==> config.mk <==
export PLATFORM = sky130hd
export DESIGN_NAME = dcc_top
export DESIGN_NICKNAME = d
export VERILOG_FILES = /design/src/core/dcc_chan_counter.v /design/src/core/dcc_top.v
export VERILOG_INCLUDE_DIRS = /design/src /design/src/core
export SDC_FILE = /design/constraint.sdc
export NUM_CORES = 1
export LEC_CHECK = 0
export ABC_AREA = 1
export BUFFER_PORTS_ARGS = -buffer_cell sky130_fd_sc_hd__buf_2
export CAP_MARGIN = 10
export CORE_MARGIN = 10
export CORE_UTILIZATION = 61
export CTS_BUF_LIST = sky130_fd_sc_hd__clkbuf_16
export DETAILED_ROUTE_END_ITERATION = 8
export PLACE_DENSITY = 0.9
export REMOVE_ABC_BUFFERS = 1
export SYNTH_ARGS = -nofsm -noshare
export SYNTH_HDL_FRONTEND = slang
export SYNTH_SLANG_ARGS = --single-unit
==> constraint.sdc <==
create_clock -name core_clk_i -period 5.5 [get_ports core_clk_i]
set_clock_uncertainty 0.2 [all_clocks]
set_input_delay 0.275 -clock core_clk_i [delete_from_list [all_inputs] [get_ports core_clk_i]]
set_output_delay 0.275 -clock core_clk_i [all_outputs]
set_load 0.1 [all_outputs]
==> src/core/dcc_defs.vh <==
`ifndef DCC_DEFS_VH
`define DCC_DEFS_VH

// ****************************************************************
// Register map (byte addresses)
// ****************************************************************
`define DCC_CNT_BASE      8'h00
`define DCC_STATUS_ADDR   8'h20
`define DCC_IRQ_STAT_ADDR 8'h24
`define DCC_IRQ_MASK_ADDR 8'h28
`define DCC_CHAN_EN_ADDR  8'h2c

// ****************************************************************
// Field layout and reset values
// ****************************************************************
`define DCC_CNT_W         10
`define DCC_CNT_RST       10'h000
`define DCC_STATUS_RST    16'h0000
`define DCC_PCOL_LSB      8
`define DCC_RCOL_LSB      0
`define DCC_IRQ_W         2
`define DCC_IRQ_DONE_BIT  0
`define DCC_IRQ_COL_BIT   1

// ****************************************************************
// AXI response codes
// ****************************************************************
`define DCC_RESP_OKAY     2'b00
`define DCC_RESP_SLVERR   2'b10

`endif

==> src/core/dcc_chan_counter.v <==
`timescale 1ns/1ps
`include "dcc_defs.vh"

// Per-channel transfer counter: runs count+1 transfers per block
module dcc_chan_counter #(
  parameter CW = `DCC_CNT_W
) (
  // Clock and reset
  input  wire          core_clk_i,
  input  wire          srst_i,
  // Control
  input  wire          enable_i,
  input  wire [CW-1:0] count_i,
  input  wire          xfer_i,
  // Status
  output reg  [CW-1:0] done_cnt_o,
  output reg           block_done_o
);

  // Counts transfers; the last is the one equal to the count
  always @(posedge core_clk_i) begin
    if (srst_i) begin
      done_cnt_o   <= {CW{1'b0}};
      block_done_o <= 1'b0;
    end else begin
      block_done_o <= 1'b0;
      if (!enable_i) begin
        done_cnt_o <= {CW{1'b0}};
      end else if (xfer_i) begin
        if (done_cnt_o == count_i) begin
          done_cnt_o   <= {CW{1'b0}};
          block_done_o <= 1'b1;
        end else begin
          done_cnt_o <= done_cnt_o + {{(CW-1){1'b0}}, 1'b1};
        end
      end
    end
  end

endmodule

==> src/core/dcc_top.v <==
// The address map and the AXI4-Lite register port were chosen for this implementation.
`timescale 1ns/1ps
`include "dcc_defs.vh"

// Transfer count registers and write-collision status over AXI4-Lite
module dcc_top #(
  parameter NCH = 8,
  parameter CW  = `DCC_CNT_W
) (
  // Clock and reset
  input  wire              core_clk_i,
  input  wire              srst_i,
  // AXI4-Lite write address
  input  wire              s_axi_awvalid_i,
  output reg               s_axi_awready_o,
  input  wire [7:0]        s_axi_awaddr_i,
  // AXI4-Lite write data
  input  wire              s_axi_wvalid_i,
  output reg               s_axi_wready_o,
  input  wire [31:0]       s_axi_wdata_i,
  input  wire [3:0]        s_axi_wstrb_i,
  // AXI4-Lite write response
  output reg               s_axi_bvalid_o,
  input  wire              s_axi_bready_i,
  output reg  [1:0]        s_axi_bresp_o,
  // AXI4-Lite read address
  input  wire              s_axi_arvalid_i,
  output reg               s_axi_arready_o,
  input  wire [7:0]        s_axi_araddr_i,
  // AXI4-Lite read data
  output reg               s_axi_rvalid_o,
  input  wire              s_axi_rready_i,
  output reg  [31:0]       s_axi_rdata_o,
  output reg  [1:0]        s_axi_rresp_o,
  // Engine events, one-cycle pulses per channel
  input  wire [NCH-1:0]    xfer_i,
  input  wire [NCH-1:0]    periph_col_i,
  input  wire [NCH-1:0]    ram_col_i,
  // Engine controls and status
  output reg  [NCH-1:0]    chan_en_o,
  output reg  [NCH*CW-1:0] transfer_count_o,
  output reg  [NCH-1:0]    block_done_o,
  output reg               irq_o
);

  // ****************************************************************
  // Registers
  // ****************************************************************
  reg  [CW-1:0]    cnt_reg [0:NCH-1];
  reg  [NCH-1:0]   pcol_reg;
  reg  [NCH-1:0]   xcol_reg;
  reg  [`DCC_IRQ_W-1:0] istat_reg;
  reg  [`DCC_IRQ_W-1:0] imask_reg;
  reg              aw_have_reg;
  reg              w_have_reg;
  reg  [7:0]       awaddr_reg;
  reg  [31:0]      wdata_reg;
  reg  [3:0]       wstrb_reg;
  wire [NCH-1:0]   blk_done;
  wire [NCH*CW-1:0] done_cnt;

  // Write commit once address and data are both held
  wire       wr_go  = aw_have_reg && w_have_reg && !s_axi_bvalid_o;
  wire       wr_lo  = wr_go && wstrb_reg[0];
  wire       wr_hi  = wr_go && wstrb_reg[1];
  wire       cnt_hit = (awaddr_reg[7:5] == 3'b000);
  wire [2:0] cnt_idx = awaddr_reg[4:2];
  wire       wr_ok  = cnt_hit ||
                      (awaddr_reg[7:2] == `DCC_STATUS_ADDR >> 2) ||
                      (awaddr_reg[7:2] == `DCC_IRQ_STAT_ADDR >> 2) ||
                      (awaddr_reg[7:2] == `DCC_IRQ_MASK_ADDR >> 2) ||
                      (awaddr_reg[7:2] == `DCC_CHAN_EN_ADDR >> 2);

  // ****************************************************************
  // AXI write channels
  // ****************************************************************
  always @(posedge core_clk_i) begin
    if (srst_i) begin
      aw_have_reg     <= 1'b0;
      w_have_reg      <= 1'b0;
      awaddr_reg      <= 8'h00;
      wdata_reg       <= 32'h0000_0000;
      wstrb_reg       <= 4'h0;
      s_axi_awready_o <= 1'b0;
      s_axi_wready_o  <= 1'b0;
      s_axi_bvalid_o  <= 1'b0;
      s_axi_bresp_o   <= `DCC_RESP_OKAY;
    end else begin
      s_axi_awready_o <= !aw_have_reg && !s_axi_awready_o &&
                         s_axi_awvalid_i;
      s_axi_wready_o  <= !w_have_reg && !s_axi_wready_o &&
                         s_axi_wvalid_i;
      if (s_axi_awvalid_i && s_axi_awready_o) begin
        aw_have_reg <= 1'b1;
        awaddr_reg  <= s_axi_awaddr_i;
      end
      if (s_axi_wvalid_i && s_axi_wready_o) begin
        w_have_reg <= 1'b1;
        wdata_reg  <= s_axi_wdata_i;
        wstrb_reg  <= s_axi_wstrb_i;
      end
      if (wr_go) begin
        aw_have_reg    <= 1'b0;
        w_have_reg     <= 1'b0;
        s_axi_bvalid_o <= 1'b1;
        s_axi_bresp_o  <= wr_ok ? `DCC_RESP_OKAY : `DCC_RESP_SLVERR;
      end else if (s_axi_bvalid_o && s_axi_bready_i) begin
        s_axi_bvalid_o <= 1'b0;
      end
    end
  end

  // ****************************************************************
  // Count registers and collision flags, one slice per channel
  // ****************************************************************
  genvar g;
  generate
    for (g = 0; g < NCH; g = g + 1) begin : g_ch
      // Ten implemented bits; bits 15-10 never stored
      always @(posedge core_clk_i) begin
        if (srst_i) begin
          cnt_reg[g] <= `DCC_CNT_RST;
        end else if (wr_go && cnt_hit && cnt_idx == g) begin
          if (wr_lo)
            cnt_reg[g][7:0] <= wdata_reg[7:0];
          if (wr_hi)
            cnt_reg[g][CW-1:8] <= wdata_reg[CW-1:8];
        end
      end

      // Hardware sets, write-one clears, set wins
      always @(posedge core_clk_i) begin
        if (srst_i) begin
          pcol_reg[g] <= 1'b0;
          xcol_reg[g] <= 1'b0;
        end else begin
          if (periph_col_i[g])
            pcol_reg[g] <= 1'b1;
          else if (wr_hi && awaddr_reg == `DCC_STATUS_ADDR &&
                   wdata_reg[`DCC_PCOL_LSB + g])
            pcol_reg[g] <= 1'b0;
          if (ram_col_i[g])
            xcol_reg[g] <= 1'b1;
          else if (wr_lo && awaddr_reg == `DCC_STATUS_ADDR &&
                   wdata_reg[`DCC_RCOL_LSB + g])
            xcol_reg[g] <= 1'b0;
        end
      end

      dcc_chan_counter #(
        .CW (CW)
      ) u_cnt (
        .core_clk_i   (core_clk_i),
        .srst_i       (srst_i),
        .enable_i     (chan_en_o[g]),
        .count_i      (cnt_reg[g]),
        .xfer_i       (xfer_i[g]),
        .done_cnt_o   (done_cnt[g*CW +: CW]),
        .block_done_o (blk_done[g])
      );

      // Count handed to the engine from a flop
      always @(posedge core_clk_i) begin
        if (srst_i)
          transfer_count_o[g*CW +: CW] <= `DCC_CNT_RST;
        else
          transfer_count_o[g*CW +: CW] <= cnt_reg[g];
      end
    end
  endgenerate

  // ****************************************************************
  // Channel enable and interrupt registers
  // ****************************************************************
  wire ev_done = |blk_done;
  wire ev_col  = |periph_col_i | |ram_col_i;
  wire wr_ist  = wr_lo && awaddr_reg == `DCC_IRQ_STAT_ADDR;

  // Enables steer counters; sticky events, W1C, set wins
  always @(posedge core_clk_i) begin
    if (srst_i) begin
      chan_en_o    <= {NCH{1'b0}};
      imask_reg    <= {`DCC_IRQ_W{1'b0}};
      istat_reg    <= {`DCC_IRQ_W{1'b0}};
      block_done_o <= {NCH{1'b0}};
      irq_o        <= 1'b0;
    end else begin
      block_done_o <= blk_done;
      if (wr_lo && awaddr_reg == `DCC_CHAN_EN_ADDR)
        chan_en_o <= wdata_reg[NCH-1:0];
      if (wr_lo && awaddr_reg == `DCC_IRQ_MASK_ADDR)
        imask_reg <= wdata_reg[`DCC_IRQ_W-1:0];
      if (ev_done)
        istat_reg[`DCC_IRQ_DONE_BIT] <= 1'b1;
      else if (wr_ist && wdata_reg[`DCC_IRQ_DONE_BIT])
        istat_reg[`DCC_IRQ_DONE_BIT] <= 1'b0;
      if (ev_col)
        istat_reg[`DCC_IRQ_COL_BIT] <= 1'b1;
      else if (wr_ist && wdata_reg[`DCC_IRQ_COL_BIT])
        istat_reg[`DCC_IRQ_COL_BIT] <= 1'b0;
      irq_o <= |(istat_reg & imask_reg);
    end
  end

  // ****************************************************************
  // AXI read channel
  // ****************************************************************
  reg [31:0] rd_mux;
  reg        rd_ok;

  // Read decode; unimplemented bits read zero
  always @* begin
    rd_mux = 32'h0000_0000;
    rd_ok  = 1'b1;
    if (s_axi_araddr_i[7:5] == 3'b000)
      rd_mux[CW-1:0] = cnt_reg[s_axi_araddr_i[4:2]];
    else if (s_axi_araddr_i[7:2] == `DCC_STATUS_ADDR >> 2)
      rd_mux[15:0] = {pcol_reg, xcol_reg};
    else if (s_axi_araddr_i[7:2] == `DCC_IRQ_STAT_ADDR >> 2)
      rd_mux[`DCC_IRQ_W-1:0] = istat_reg;
    else if (s_axi_araddr_i[7:2] == `DCC_IRQ_MASK_ADDR >> 2)
      rd_mux[`DCC_IRQ_W-1:0] = imask_reg;
    else if (s_axi_araddr_i[7:2] == `DCC_CHAN_EN_ADDR >> 2)
      rd_mux[NCH-1:0] = chan_en_o;
    else
      rd_ok = 1'b0;
  end

  // Single outstanding read, answered the cycle after acceptance
  always @(posedge core_clk_i) begin
    if (srst_i) begin
      s_axi_arready_o <= 1'b0;
      s_axi_rvalid_o  <= 1'b0;
      s_axi_rdata_o   <= 32'h0000_0000;
      s_axi_rresp_o   <= `DCC_RESP_OKAY;
    end else begin
      s_axi_arready_o <= s_axi_arvalid_i && !s_axi_arready_o &&
                         !s_axi_rvalid_o;
      if (s_axi_arvalid_i && s_axi_arready_o) begin
        s_axi_rvalid_o <= 1'b1;
        s_axi_rdata_o  <= rd_mux;
        s_axi_rresp_o  <= rd_ok ? `DCC_RESP_OKAY : `DCC_RESP_SLVERR;
      end else if (s_axi_rvalid_o && s_axi_rready_i) begin
        s_axi_rvalid_o <= 1'b0;
      end
    end
  end

endmodule

# --- Yosys cells after proc, flatten, opt, wreduce, memory -nomap -nowiden ---
# Memory sizes are Yosys's and may differ from the RTL's.
# Index checks and enable logic that the tools add are counted.
word_totals:
  ff_bits: 258
  mem_bits_rw: 80
  inputBits: 83
  output_inout_bits: 138
  n_memories: 1
op_classes:
  n_addsub: 8
  eq_ne: 27
  n_mux: 140
  bitwise_logic: 34
  n_reduce_logical: 102
mem_list:
  columns: ["name", "depth", "word_bits", "rd", "rd_clocked_by_memory_dff", "wr", "line_no", "rtl"]
  rows:
  - ["cnt_reg", 8, 10, 9, 0, 8, "dcc_top.v:49", "reg [CW-1:0] cnt_reg [0:NCH-1];"]
ops:
  columns: ["cell", "count"]
  rows:
  - ["2-to-1 mux 1 bit", 105]
  - ["2-to-1 mux 10 bit", 9]
  - ["2-to-1 mux 8 bit", 11]
  - ["adder 10 x 1 -> 10 bit, second input constant", 8]
  - ["== test 10 bit", 8]
  - ["== test 6 x 4 -> 1 bit, second input constant", 8]
  - ["logical AND 1 bit", 47]
  - ["nonzero test 2 bit", 20]
  - ["== test 8 x 6 -> 1 bit, second input constant", 4]
  - ["2-to-1 mux 2 bit", 12]
  - ["OR reduction 3 bit", 8]
  - ["OR reduction 8 bit", 3]
  - ["OR reduction 2 bit", 10]
  - ["2-to-1 mux 6 bit", 3]
  - ["OR 1 bit", 17]
  - ["NOT 1 bit", 16]
  - ["== test 3 bit, second input constant", 4]
  - ["zero test 3 bit", 3]
  - ["zero test 1 bit", 7]
  - ["== test 3 x 2 -> 1 bit, second input constant", 2]
  - ["logical OR 1 bit", 4]
  - ["== test 3 x 1 -> 1 bit, second input constant", 1]
  - ["bitwise AND 2 bit", 1]

# --- Logic depth before layout (Yosys ltp) ---
# Gate-level depths: netlist (run 1).
depth:
  word_depth: 8
  depth_mapped: 10

# --- Modules after synthesis ---
# From an unflattened synthesis (run 1), not the netlist that was laid out.
unflattened:
  hier_cells: 2071
  hier_area_um2: 15516.1
modules_own_cells:
  columns: ["module", "n_inst", "cells_each", "area_per_inst_um2"]
  rows:
  - ["dcc_top", 1, 1060, 9430.3]
  - ["dcc_chan_counter (g_ch[0].u_cnt ...)", 7, 125, 757.0]
  - ["dcc_chan_counter (g_ch[3].u_cnt)", 1, 136, 787.0]

# --- Least setup slack after synthesis (run 1) ---
# OpenSTA, ideal clock, no wires.
synth_path:
  kind: "register to register"
  from: "register s_axi_bvalid_o"
  to: "memory cnt_reg[6][0] (netlist bit), enable pin"
  arrival_time_ps: 1977
  required_time_ps: 4916
  setup_slack_ps: 2939
  path_stages_with_launch: 6
  path_buffers: 0
  synth_period_minus_slack_ps: 2561
  path_cell_list: "dfxtp_1 > nor2_2 > nand2_4 > nor2_8 > nand3_1 > o21ai_0"
synth_lines:
  columns: ["element", "line_no", "rtl"]
  rows:
  - ["from (decl)", "dcc_top.v:23", "output reg s_axi_bvalid_o,"]
  - ["from (signal assigned)", "dcc_top.v:86", "s_axi_bvalid_o <= 1'b0;"]
  - ["from (signal assigned)", "dcc_top.v:105", "s_axi_bvalid_o <= 1'b1;"]
  - ["from (signal assigned)", "dcc_top.v:108", "s_axi_bvalid_o <= 1'b0;"]
  - ["to (decl)", "dcc_top.v:49", null]

==> results of run 1 <==
==> per-layer routing <==
layer / up-vias / GRT usage, % / wire (µm)
met5: - / 0 / 0
met4: 0 / 13.7 / 2270
met3: 194 / 7.56 / 4990
met2: 790 / 46.5 / 20400
met1: 6110 / 32.0 / 15700
li1: 6236 / - / -
==> stage by stage <==
stage	hold WS, ps	cell area [µm²]
4_1_cts	54.5	17100
5_1_grt	93.7	17100
2_1_floorplan	144	14200
3_3_place_gp	226	15500
6_report	62.5	17100
3_5_place_dp	243	15500
==> cells by family (layout without fill, tap and decap cells) <==
kind of cell / after synthesis / in the layout / synth area share (%)
AO/OA/AOI/OAI: 179 / 179 / 6.35
XOR/XNOR: 73 / 73 / 4.39
adder cells (fa/ha/maj): 8 / 8 / 0.687
buffers and inverters: 302 / 532 / 8.94
flip-flops: 336 / 336 / 51.7
multiplexers: 6 / 6 / 0.412
other: 1 / 19 / 0.0257
AND/OR/NAND/NOR: 938 / 938 / 27.5
==> worst max path at each step <==
stage | start | end | slack (ps) | depth (start not counted)
final | w_have_reg$_SDFFE_PP0P_ | cnt_reg[6][2]$_SDFFCE_PN0P_ | 3110 | 6
after global routing | w_have_reg$_SDFFE_PP0P_ | cnt_reg[6][6]$_SDFFCE_PN0P_ | 2840 | 6
after CTS | w_have_reg$_SDFFE_PP0P_ | cnt_reg[6][3]$_SDFFCE_PN0P_ | 3160 | 6
after detailed placement | srst_i | g_ch[1].u_cnt.done_cnt_o[8]$_SDFFE_PP0P_ | 3030 | 7
after global placement | srst_i | g_ch[1].u_cnt.done_cnt_o[8]$_SDFFE_PP0P_ | 3080 | 7
after floorplan | s_axi_bvalid_o$_SDFFE_PP0P_ | cnt_reg[6][0]$_SDFFCE_PN0P_ | 2940 | 5
==> final cells by class <==
cell class | count | area [µm²] | area share [%]
Sequential cell | 336 | 7530 | 44.1
Multi-Input combinational cell | 1222 | 5800 | 34.0
Timing Repair Buffer | 239 | 1480 | 8.66
Inverter | 234 | 885 | 5.18
Clock buffer | 35 | 876 | 5.13
Tap cell | 319 | 399 | 2.34
Clock inverter | 24 | 110 | 0.645
Antenna cell | 1 | 2.50 | 0.0146
==> cells in the final DEF (no fill, tap or decap), types with 2 or more instances in the layout <==
| cell | count |
|---|---|
| a21oi_1 | 97 |
| a31oi_1 | 2 |
| and3_1 | 3 |
| buf_2 | 181 |
| buf_4 | 3 |
| clkbuf_16 | 35 |
| clkinv_1 | 13 |
| clkinv_2 | 8 |
| conb_1 | 18 |
| dfxtp_1 | 256 |
| dlygate4sd3_1 | 55 |
| edfxtp_1 | 80 |
| ha_1 | 8 |
| inv_1 | 228 |
| inv_2 | 5 |
| mux2i_1 | 6 |
| nand2_1 | 340 |
| nand2_2 | 6 |
| nand2_4 | 4 |
| nand3_1 | 98 |
| nand3_2 | 4 |
| nand4_1 | 31 |
| nor2_1 | 388 |
| nor2_2 | 3 |
| nor2_4 | 6 |
| nor2_8 | 3 |
| nor3_1 | 34 |
| nor3_2 | 3 |
| nor4_1 | 5 |
| o211ai_1 | 4 |
| o21ai_0 | 71 |
| or2_2 | 7 |
| xnor2_1 | 17 |
| xor2_1 | 56 |
==> power by group through the flow <==
stage,clock (mW),combinational [mW],sequential [mW]
final,2.10,0.574,2.63
after global routing,2.20,0.605,2.64
after CTS,2.10,0.559,2.63
after detailed placement,0,0.528,2.69
after global placement,0,0.519,2.68
after floorplan,0,0.201,2.86
==> critical path: cells and delay by family, from the launching register on <==
family	cells	cell delay, ps
AOI/OAI and AO/OA	1	810
DFF	1	320
and+or+nand+nor	4	630
buffers and inverters	1	50
==> results.txt, run 1 <==
----------------------------------------------------
[Run status]
  Outcome ... completed

[Power]
  Internal power summed over all cells ... 3.86 mW
  Pwr Density ... 311 nW/µm²
  Static leakage ... 7.32 nW
  Clock network power share ... 39.5%
  Switching Share ... 27.2%
  IR drop worst, VDD ... 0.000289 V
  NetSw ... 1.44 mW
  Combinational share of power ... 10.8%
  Final Power ... 5.31 mW
  Register share of total power ... 49.7%

[Logic synthesis]
  Count of flip-flops with a built-in enable after synthesis ... 80
  Count of cell types in the netlist ... 46
  Cell types with the highest counts after synthesis ... nor2_1, nand2_1, dfxtp_1
  Most frequent cell after synthesis ... nor2_1
  Area contributors post-synth ... dfxtp_1, edfxtp_1, nor2_1
  Cell accounting for the most synthesized area ... dfxtp_1
  Synth async-reset ratio ... 0%
  Area of the mapped netlist ... 14600 µm²
  Portion of synthesized cell area occupied by the leading cell type ... 35.2%
  Number of instances in the synthesized netlist ... 1843
  Mean instance size in the synthesized netlist ... 7.91 µm²
  Count of warnings emitted by yosys ... 0
  Post-synthesis sequential area ratio ... 51.7%
  Main flop type after synthesis ... dfxtp_1
  Seq cells post-synth ... 336

[Worst setup path]
  Crit Path Max Fanout ... 8
  Required time reported for the critical path endpoint ... 5440 ps
  Worst reg2reg startpoint ... w_have_reg$_SDFFE_PP0P_
  CP max stage delay ... 810 ps
  Endpoint arrival time on the critical path ... 2330 ps
  Crit Path Class ... reg2reg
  Critical Path Source Type ... register
  Worst R2R Path Depth ... 6
  Critical path's slowest cell ... o21ai_0
  Reg2Reg Capture Point ... cnt_reg[6][2]$_SDFFCE_PN0P_
  Register-to-Register Setup Slack ... 3110 ps
  Cells along the critical path ... inv_2, nor2_2, nand2_4, nor2_8, nand3_1, o21ai_0
  Critical path endpoint category ... register

[Routing]
  DRC violations left ... 0
  Detailed-routing iteration count for the pre-antenna-repair pass ... 6
  DR iter-0 viols ... 1621
  Total detailed-routing wirelength ... 43300 µm
  Number of nets still failing antenna checks after routing ... 0
  Average wire per cell in the routed design ... 18.0 µm
  Ratio of routed vias to standard cells ... 5.53
  Number of vias in the routed layout ... 13300

[Clock tree]
  Inserted Clock Buffers ... 34
  Number of gates given a new drive strength after cts ... 0
  # Post-CTS Setup Buffers ... 0
  CTS tree ... done
  Cell chosen for the clock root ... clkbuf_16
  Count of hold buffers inserted by post-cts repair ... 55
  Number of H-tree levels ... 2
  CTS clock-pin slew for the worst setup and hold paths ... 60 ps
  Worst-case clock buffer depth ... 3
  Clock latency on the worst-skew pair ... 510 ps
  TritonCTS Sinks ... 336

[GRT]
  Initial antenna violation count ... 1
  All-layer global routing usage ... 27.7%
  Via count of the first global-routing pass ... 13100
  First-pass GRT wire length ... 68400 µm
  Total congestion overflow ... 0
  Largest net degree at the start of global routing ... 77

[Floorplan]
  Number of standard-cell rows in the floorplan ... 56
  Die Y ... 175 µm
  Die footprint ... 30500 µm²
  Starting utilization of the core area ... 62.1%
  Die X-Extent ... 175 µm
  Number of primary I/O pins ... 221
  Placeable core region ... 23500 µm²

[Placed design]
  Final weighted congestion in routability-driven placement ... 0.976
  DP Cell Count ... 2295
  Detail Placement HPWL ... 30400 µm
  Count of input and output buffers ... 182
  Worst slack at placement ... 3030 ps

[Timing]
  Fin. Hold Viols ... 0
  Crit path time final ... 2390 ps
  Worst path setup slack after routing ... 3110 ps
  Achievable frequency ... 418 MHz
  Share of the cycle needed by the critical path after routing ... 43.5%
  Setup repair after global routing missed its margin ... false
  Headroom to the max-slew limit ... 24.6%
  Setup-violating endpoint count in the final report ... 0
  Fin Setup TNS ... 0 ps
  Final Max Tran Viols ... 0
  Pin slew with the least headroom to its limit ... 1130 ps

[Min path]
  Class of the worst hold path ... in2reg
  Worst hold path cell count ... 4
  End point of the worst hold path ... s_axi_rdata_o[4]$_SDFFE_PP0P_
  Hold Path Origin ... s_axi_araddr_i[4]

[Final layout]
  Net count of the finished layout ... 2158
  Final cell utilization of the core ... 72.8%
  Number of fill cells in the layout ... 1689
  Area growth syn-to-layout ... 17.2%
  Fraction of final layout cells with drive strength greater than 1 ... 13.2%
  Number of standard cells in the layout, taps in and fillers out ... 2410

[Job]
  Number of max-cap violations ... 0

----------------------------------------------------
Power figures use the tool's default switching activity.
==> inputs of run 2 (changes only) <==
- ABC_AREA: 1 -> 0
- CORE_UTILIZATION: 61 -> 51
- PLACE_DENSITY: 0.9 -> 0.81
- clock period: 5.5 -> 2.1 ns (I/O delays scaled with it)
==> run 2 against run 1 <==
Net effect:
- sequential share of layout area down 0.51 points
- register-to-register slack got worse by 2900 ps
- via count decreased by 17%
- combinational power is 150% higher
- clock-buffer cell count up 4
- final area up 1.2%
- synthesized cell count down 26%
- critical path type is now in2reg
- sequential power rose to 2.6 times the previous value
- cell count shrank 16%
- routed wire length shrank 8.1%
- clock power grew to 2.8 times the previous value
==> results.txt, run 2 <==
----------------------------------------------------
[Floorplan]
  Number of primary I/O pins ... 221 (unchanged)
  Die footprint ... 34400 µm² (+13%)
  Starting utilization of the core area ... 51.8% (-10 points)
  Number of standard-cell rows in the floorplan ... 60 (+7.1%)
  Die X-Extent ... 185 µm (+6.3%)
  Placeable core region ... 27000 µm² (+15%)
  Die Y ... 185 µm (+6.3%)

[Routing]
  Detailed-routing iteration count for the pre-antenna-repair pass ... 5 (-1)
  DRC violations left ... 0 (unchanged)
  Number of nets still failing antenna checks after routing ... 0 (unchanged)
  Average wire per cell in the routed design ... 19.7 µm (+9.6%)
  Number of vias in the routed layout ... 11100 (-17%)
  DR iter-0 viols ... 966 (-40%)
  Total detailed-routing wirelength ... 39800 µm (-8.1%)
  Ratio of routed vias to standard cells ... 5.48 (-0.88%)

[Logic synthesis]
  Main flop type after synthesis ... dfxtp_1
  Most frequent cell after synthesis ... dfxtp_1
  Count of warnings emitted by yosys ... 0 (unchanged)
  Count of flip-flops with a built-in enable after synthesis ... 80 (unchanged)
  Area contributors post-synth ... dfxtp_1, edfxtp_1, xnor2_1
  Area of the mapped netlist ... 14000 µm² (-4.1%)
  Cell accounting for the most synthesized area ... dfxtp_1
  Portion of synthesized cell area occupied by the leading cell type ... 36.7% (+1.5 points)
  Mean instance size in the synthesized netlist ... 10.2 µm² (+30%)
  Number of instances in the synthesized netlist ... 1364 (-26%)
  Cell types with the highest counts after synthesis ... dfxtp_1, nor2_1, xnor2_1
  Post-synthesis sequential area ratio ... 53.9% (+2.2 points)
  Synth async-reset ratio ... 0% (unchanged)
  Seq cells post-synth ... 336 (unchanged)
  Count of cell types in the netlist ... 53 (+15%)

[Placed design]
  Detail Placement HPWL ... 27800 µm (-8.6%)
  Count of input and output buffers ... 182 (unchanged)
  Final weighted congestion in routability-driven placement ... 0.975 (about the same)
  Total placed instance area ... 15300 µm² (-1.5%)

[Worst setup path]
  Crit Path Max Fanout ... 5 (-3)
  Required time reported for the critical path endpoint ... 2310 ps (-3130 ps)
  Endpoint arrival time on the critical path ... 2180 ps (-150 ps)
  Register-to-Register Setup Slack ... 160 ps (-2950 ps)
  Critical path endpoint category ... register
  Crit Path Class ... in2reg
  Critical Path Source Type ... input port

[Clock tree]
  Cell chosen for the clock root ... clkbuf_16
  TritonCTS Sinks ... 336 (unchanged)
  CTS clock-pin slew for the worst setup and hold paths ... 60 ps (about the same)
  Inserted Clock Buffers ... 35 (+2.9%)
  Worst-case clock buffer depth ... 3 (unchanged)
  CTS tree ... done
  Number of H-tree levels ... 2 (unchanged)
  Clock latency on the worst-skew pair ... 520 ps (about the same)

[Power]
  Final Power ... 14.2 mW (+170%)
  IR drop worst, VDD ... 0.000571 V (+98%)
  Static leakage ... 6.64 nW (-9.4%)
  Pwr Density ... 819 nW/µm² (+160%)

[Timing]
  Achievable frequency ... 508 MHz
  Crit path time final ... 1970 ps
  Fin. Hold Viols ... 0 (unchanged)
  Setup repair after global routing missed its margin ... false
  Final Max Tran Viols ... 0 (unchanged)
  Headroom to the max-slew limit ... 52.8% (+28 points)
  Share of the cycle needed by the critical path after routing ... 93.7%
  Pin slew with the least headroom to its limit ... 708 ps (-421 ps)
  Setup-violating endpoint count in the final report ... 0 (unchanged)

[GRT]
  Total congestion overflow ... 0 (unchanged)
  Initial antenna violation count ... 2 (+1)
  Largest net degree at the start of global routing ... 92 (+19%)
  First-pass GRT wire length ... 61000 µm (-11%)
  Via count of the first global-routing pass ... 11300 (-14%)
  All-layer global routing usage ... 22.9% (-4.8 points)

[Final layout]
  Finished Cell Area ... 17300 µm² (+1.2%)
  Fraction of final layout cells with drive strength greater than 1 ... 18.8% (+5.7 points)
  Net count of the finished layout ... 1744 (-19%)
  Most frequent cells in the layout ... dfxtp_1, buf_2, nor2_1, xnor2_1, nor2b_1
  Area growth syn-to-layout ... 23.8%
  Most common cell after layout, fill and taps aside ... dfxtp_1

[Job]
  Number of max-cap violations ... 0 (unchanged)

[Min path]
  Class of the worst hold path ... in2reg

[Run status]
  Outcome ... completed

----------------------------------------------------
## run 2: cell types whose count changed after synthesis, sizes merged, moves of 18 or more
| cell | before | now |
|---|---|---|
| a21oi | 98 | 58 |
| and2 | 0 | 59 |
| clkbuf | 22 | 40 |
| inv | 222 | 20 |
| mux2i | 6 | 32 |
| nand2 | 350 | 95 |
| nand3 | 102 | 23 |
| nor2 | 400 | 159 |
| nor2b | 0 | 96 |
| o21ai | 71 | 37 |
| xnor2 | 17 | 127 |
| xor2 | 56 | 25 |
## run 2: cell type report
class,count,area (µm²)
sequential,336,7530
tap,341,427
inverter,22,82.6
timing repair buffer,322,2210
clock inverter,22,97.6
multi-input combinational,936,5960
clock buffer,39,976
fill,2048,9670
antenna,2,5.00
## run 2: worst max-delay path: stages
cell and delay [ps]:
dlygate4sd3_1 540, buf_2 150, nor3_1 170, dlygate4sd3_1 570
buf_4 170, nand4_1 160, o32ai_1 320
## run 2: where the power goes
part           leakage, nW  switching [mW]  total, mW  internal (mW)
Clock                0.572            2.49       5.82           3.32
Combinational         3.16            1.02       1.41          0.392
Sequential            2.91           0.156       6.93           6.77
## run 2: stage by stage
step	util, %	worst slack [ps]	setup TNS [ps]	cells	hold WS, ps
floorplan	-	-614	-65270	1294	-25.9
global placement	56.8	165	0	1868	148
detailed placement	56.8	141	0	1868	153
CTS	64.1	81.9	0	2017	154
global route	64.1	10.7	0	2019	195
finish	64.1	132	0	2020	181
## run 2: kinds of logic (layout without fill, tap and decap cells)
| group | count (synthesis) | after routing | share of synthesized area, % |
|---|---|---|---|
| compound gates | 136 | 136 | 6.09 |
| xor+xnor | 152 | 152 | 9.53 |
| fa+ha+maj | 8 | 8 | 0.717 |
| buf+inv | 109 | 405 | 3.95 |
| flops | 336 | 336 | 53.9 |
| mux | 48 | 48 | 4.66 |
| other cells | 1 | 20 | 0.0269 |
| simple gates | 574 | 574 | 21.1 |
## run 2: path summary, 6_finish.rpt
kind                            depth (start not counted)                  startpoint                            end
worst max-delay path                                    7           s_axi_araddr_i[6]  s_axi_rdata_o[9]$_SDFFE_PP0P_
worst max register to register                          5  awaddr_reg[3]$_SDFFE_PP0P_    cnt_reg[6][2]$_SDFFCE_PN0P_
worst min register to register                          2    pcol_reg[6]$_SDFFE_PP0P_       pcol_reg[6]$_SDFFE_PP0P_
worst min-delay path                                    6           s_axi_araddr_i[3]  s_axi_rdata_o[0]$_SDFFE_PP0P_
## run 2: timing repair
item | 4_1_cts | 5_1_grt
setup buffers | 0 | 1
hold buffers | 88 | 0
resized for setup | 0 | 5
endpoints found under the setup margin | 0 | 57
endpoints found under the hold margin | 209 | 0
## run 2: routing by layer
metal / vias up / GRT usage (%) / share of wire, % / wire length (µm)
li1: 5203 / - / - / -
met1: 5189 / 26.4 / 37 / 14900
met2: 558 / 39.2 / 48 / 19300
met3: 125 / 5.28 / 9.7 / 3870
met4: 0 / 10.8 / 4.6 / 1830
met5: - / 0 / 0 / 0
==> inputs of run 3 (changes only) <==
- RECOVER_POWER: unset -> 100
==> run 3 against run 2 <==
Net effect:
- total power about the same
- register-to-register slack worse by 80 ps
- setup slack worse by 55 ps
- critical endpoint is now g_ch[2].u_cnt.done_cnt_o[8]$_SDFFE_PP0P_
- routed wire length up 0.28%
- critical path type is now reg2reg
- clock-buffer cell count unchanged
- combinational power about the same
- utilization down 0.50 points
- cell count unchanged
- first-iteration DRC count up 14%
- clock power about the same
- sequential share of layout area up 0.34 points
- global-route usage unchanged
==> results.txt, run 3 (same netlist as run 2, synthesis figures left out) <==
----------------------------------------------------
[Run status]
  Outcome ... completed

[Timing]
  Achievable frequency ... 494 MHz (-2.7%)
  Final Max Tran Viols ... 0 (unchanged)
  Headroom to the max-slew limit ... 42.2% (-11 points)
  Crit path time final ... 2020 ps (+55.1 ps)
  Pin slew with the least headroom to its limit ... 867 ps (+159 ps)
  Setup-violating endpoint count in the final report ... 0 (unchanged)
  Share of the cycle needed by the critical path after routing ... 96.3% (+2.6 points)
  Setup repair after global routing missed its margin ... false
  Fin Setup TNS ... 0 ps (unchanged)
  Hold_ws ... 171 ps (-9.81 ps)
  Fin. Hold Viols ... 0 (unchanged)

[GRT]
  First-pass GRT wire length ... 61000 µm (unchanged)
  All-layer global routing usage ... 22.9% (unchanged)
  Total congestion overflow ... 0 (unchanged)
  Initial antenna violation count ... 2 (unchanged)
  Largest net degree at the start of global routing ... 92 (unchanged)
  Via count of the first global-routing pass ... 11300 (unchanged)

[Floorplan]
  Die footprint ... 34400 µm² (unchanged)
  Die X-Extent ... 185 µm (unchanged)
  Die Y ... 185 µm (unchanged)
  Starting utilization of the core area ... 51.8% (unchanged)
  Number of primary I/O pins ... 221 (unchanged)
  Placeable core region ... 27000 µm² (unchanged)
  Number of standard-cell rows in the floorplan ... 60 (unchanged)

[Min path]
  Class of the worst hold path ... in2reg

[Worst setup path]
  Family of cells with the greatest summed delay on the critical path ... flip-flops
  Required time reported for the critical path endpoint ... 2290 ps (-20 ps)
  Critical Path Source Type ... register
  Crit Path Max Fanout ... 10 (+5)
  Critical path endpoint category ... register
  Count of buffer and inverter cells on the critical path ... 1 (-3)
  Crit Path Class ... reg2reg
  Critical path's slowest cell ... edfxtp_1
  Cells along the critical path ... xnor2_1, nand4_1, o311ai_1, clkbuf_1, nor2_1
  Endpoint arrival time on the critical path ... 2210 ps (+30 ps)
  CP max stage delay ... 500 ps (-70 ps)

[Power]
  Static leakage ... 6.46 nW (-2.7%)
  Pwr Density ... 826 nW/µm² (+0.78%)
  Register share of total power ... 49.0% (about the same)
  Combinational share of power ... 9.9% (about the same)
  Internal power summed over all cells ... 10.5 mW (about the same)
  IR drop worst, VDD ... 0.000577 V (+1.0%)
  NetSw ... 3.68 mW (+0.21%)
  Switching Share ... 26.0% (+0.056 points)
  Clock network power share ... 41.1% (about the same)

[Placed design]
  Count of input and output buffers ... 182 (unchanged)
  DP Cell Count ... 1868 (unchanged)
  Detail Placement HPWL ... 27800 µm (unchanged)
  Final weighted congestion in routability-driven placement ... 0.975 (unchanged)

[Final layout]
  Seq. cell area ... 7530 µm² (unchanged)
  Most frequent cells in the layout ... dfxtp_1, nor2_1, clkbuf_2, xnor2_1, nor2b_1
  Area growth syn-to-layout ... 22.8%
  Number of standard cells in the layout, taps in and fillers out ... 2020 (unchanged)
  Fraction of final layout cells with drive strength greater than 1 ... 17.5% (-1.4 points)
  Most common cell after layout, fill and taps aside ... dfxtp_1
  Number of fill cells in the layout ... 2082 (+1.7%)
  Combined area of the multi-input logic cells ... 5920 µm² (-0.59%)
  Net count of the finished layout ... 1744 (unchanged)

[Clock tree]
  CTS clock-pin slew for the worst setup and hold paths ... 60 ps (about the same)
  Inserted Clock Buffers ... 35 (unchanged)
  Number of H-tree levels ... 2 (unchanged)
  Cell chosen for the clock root ... clkbuf_16
  TritonCTS Sinks ... 336 (unchanged)
  Worst-case clock buffer depth ... 3 (unchanged)
  Clock latency on the worst-skew pair ... 520 ps (about the same)
  CTS tree ... done

[Routing]
  Detailed-routing iteration count for the pre-antenna-repair pass ... 5 (unchanged)
  DR iter-0 viols ... 1100 (+14%)
  Number of vias in the routed layout ... 11200 (+0.74%)
  Ratio of routed vias to standard cells ... 5.52 (+0.74%)
  Average wire per cell in the routed design ... 19.8 µm (+0.28%)
  Number of nets still failing antenna checks after routing ... 0 (unchanged)
  Total detailed-routing wirelength ... 39900 µm (+0.28%)
  DRC violations left ... 0 (unchanged)

[Job]
  Number of max-cap violations ... 0 (unchanged)

----------------------------------------------------
run 3: final timing paths:
kind | slack (ps) | end | startpoint | depth (start not counted)
setup / recovery | 80 | g_ch[2].u_cnt.done_cnt_o[8]$_SDFFE_PP0P_ | cnt_reg[2][4]$_SDFFCE_PN0P_ | 5
setup reg to reg | 80 | g_ch[2].u_cnt.done_cnt_o[8]$_SDFFE_PP0P_ | cnt_reg[2][4]$_SDFFCE_PN0P_ | 5
hold reg to reg | 280 | pcol_reg[6]$_SDFFE_PP0P_ | pcol_reg[6]$_SDFFE_PP0P_ | 2
hold / removal | 170 | s_axi_rdata_o[0]$_SDFFE_PP0P_ | s_axi_araddr_i[3] | 6
run 3: layout make-up:
class	instances	share of cell area (%)
Antenna cell	2	0.0292
Clock buffer	39	5.69
Multi-Input combinational cell	936	34.5
Sequential cell	336	43.9
Timing Repair Buffer	322	12.3
Inverter	22	0.482
Tap cell	341	2.49
Clock inverter	22	0.569
run 3: timing repair:
item                                   CTS  global route
endpoints found under the hold margin  209             0
setup endpoints to repair                0            57
resized for setup                        0             5
hold buffers                            88             0
setup buffers                            0             1
run 3: power by group through the flow:
stage	Clock [mW]	Sequential, mW	Combinational [mW]
after global placement	0	7.06	1.27
after detailed placement	0	7.06	1.28
final	5.83	6.93	1.40
after floorplan	0	7.48	0.439
after global routing	6.13	6.94	1.47
after CTS	5.87	6.92	1.40
run 3: per-stage QoR:
stage	instance area, µm²	total power, mW	worst slack, ps	util [%]
floorplan	13600	7.92	-614	-
global placement	15300	8.33	165	56.8
detailed placement	15300	8.35	141	56.8
CTS	17300	14.2	81.9	64.1
global route	17100	14.5	10.3	63.6
finish	17100	14.2	76.9	63.6
run 3: layer usage:
metal	GRT usage, %	vias to the layer above	routed length (µm)
li1	-	5202	-
met1	26.4	5250	14900
met2	39.2	578	19200
met3	5.28	127	4000
met4	10.8	0	1820
met5	0	-	0
run 3: worst min-delay path: stages:
cell     delay (ps)
buf_2           160
buf_12          170
mux2i_1         150
nand2_1         100
nand3_1          70
a21oi_1          60
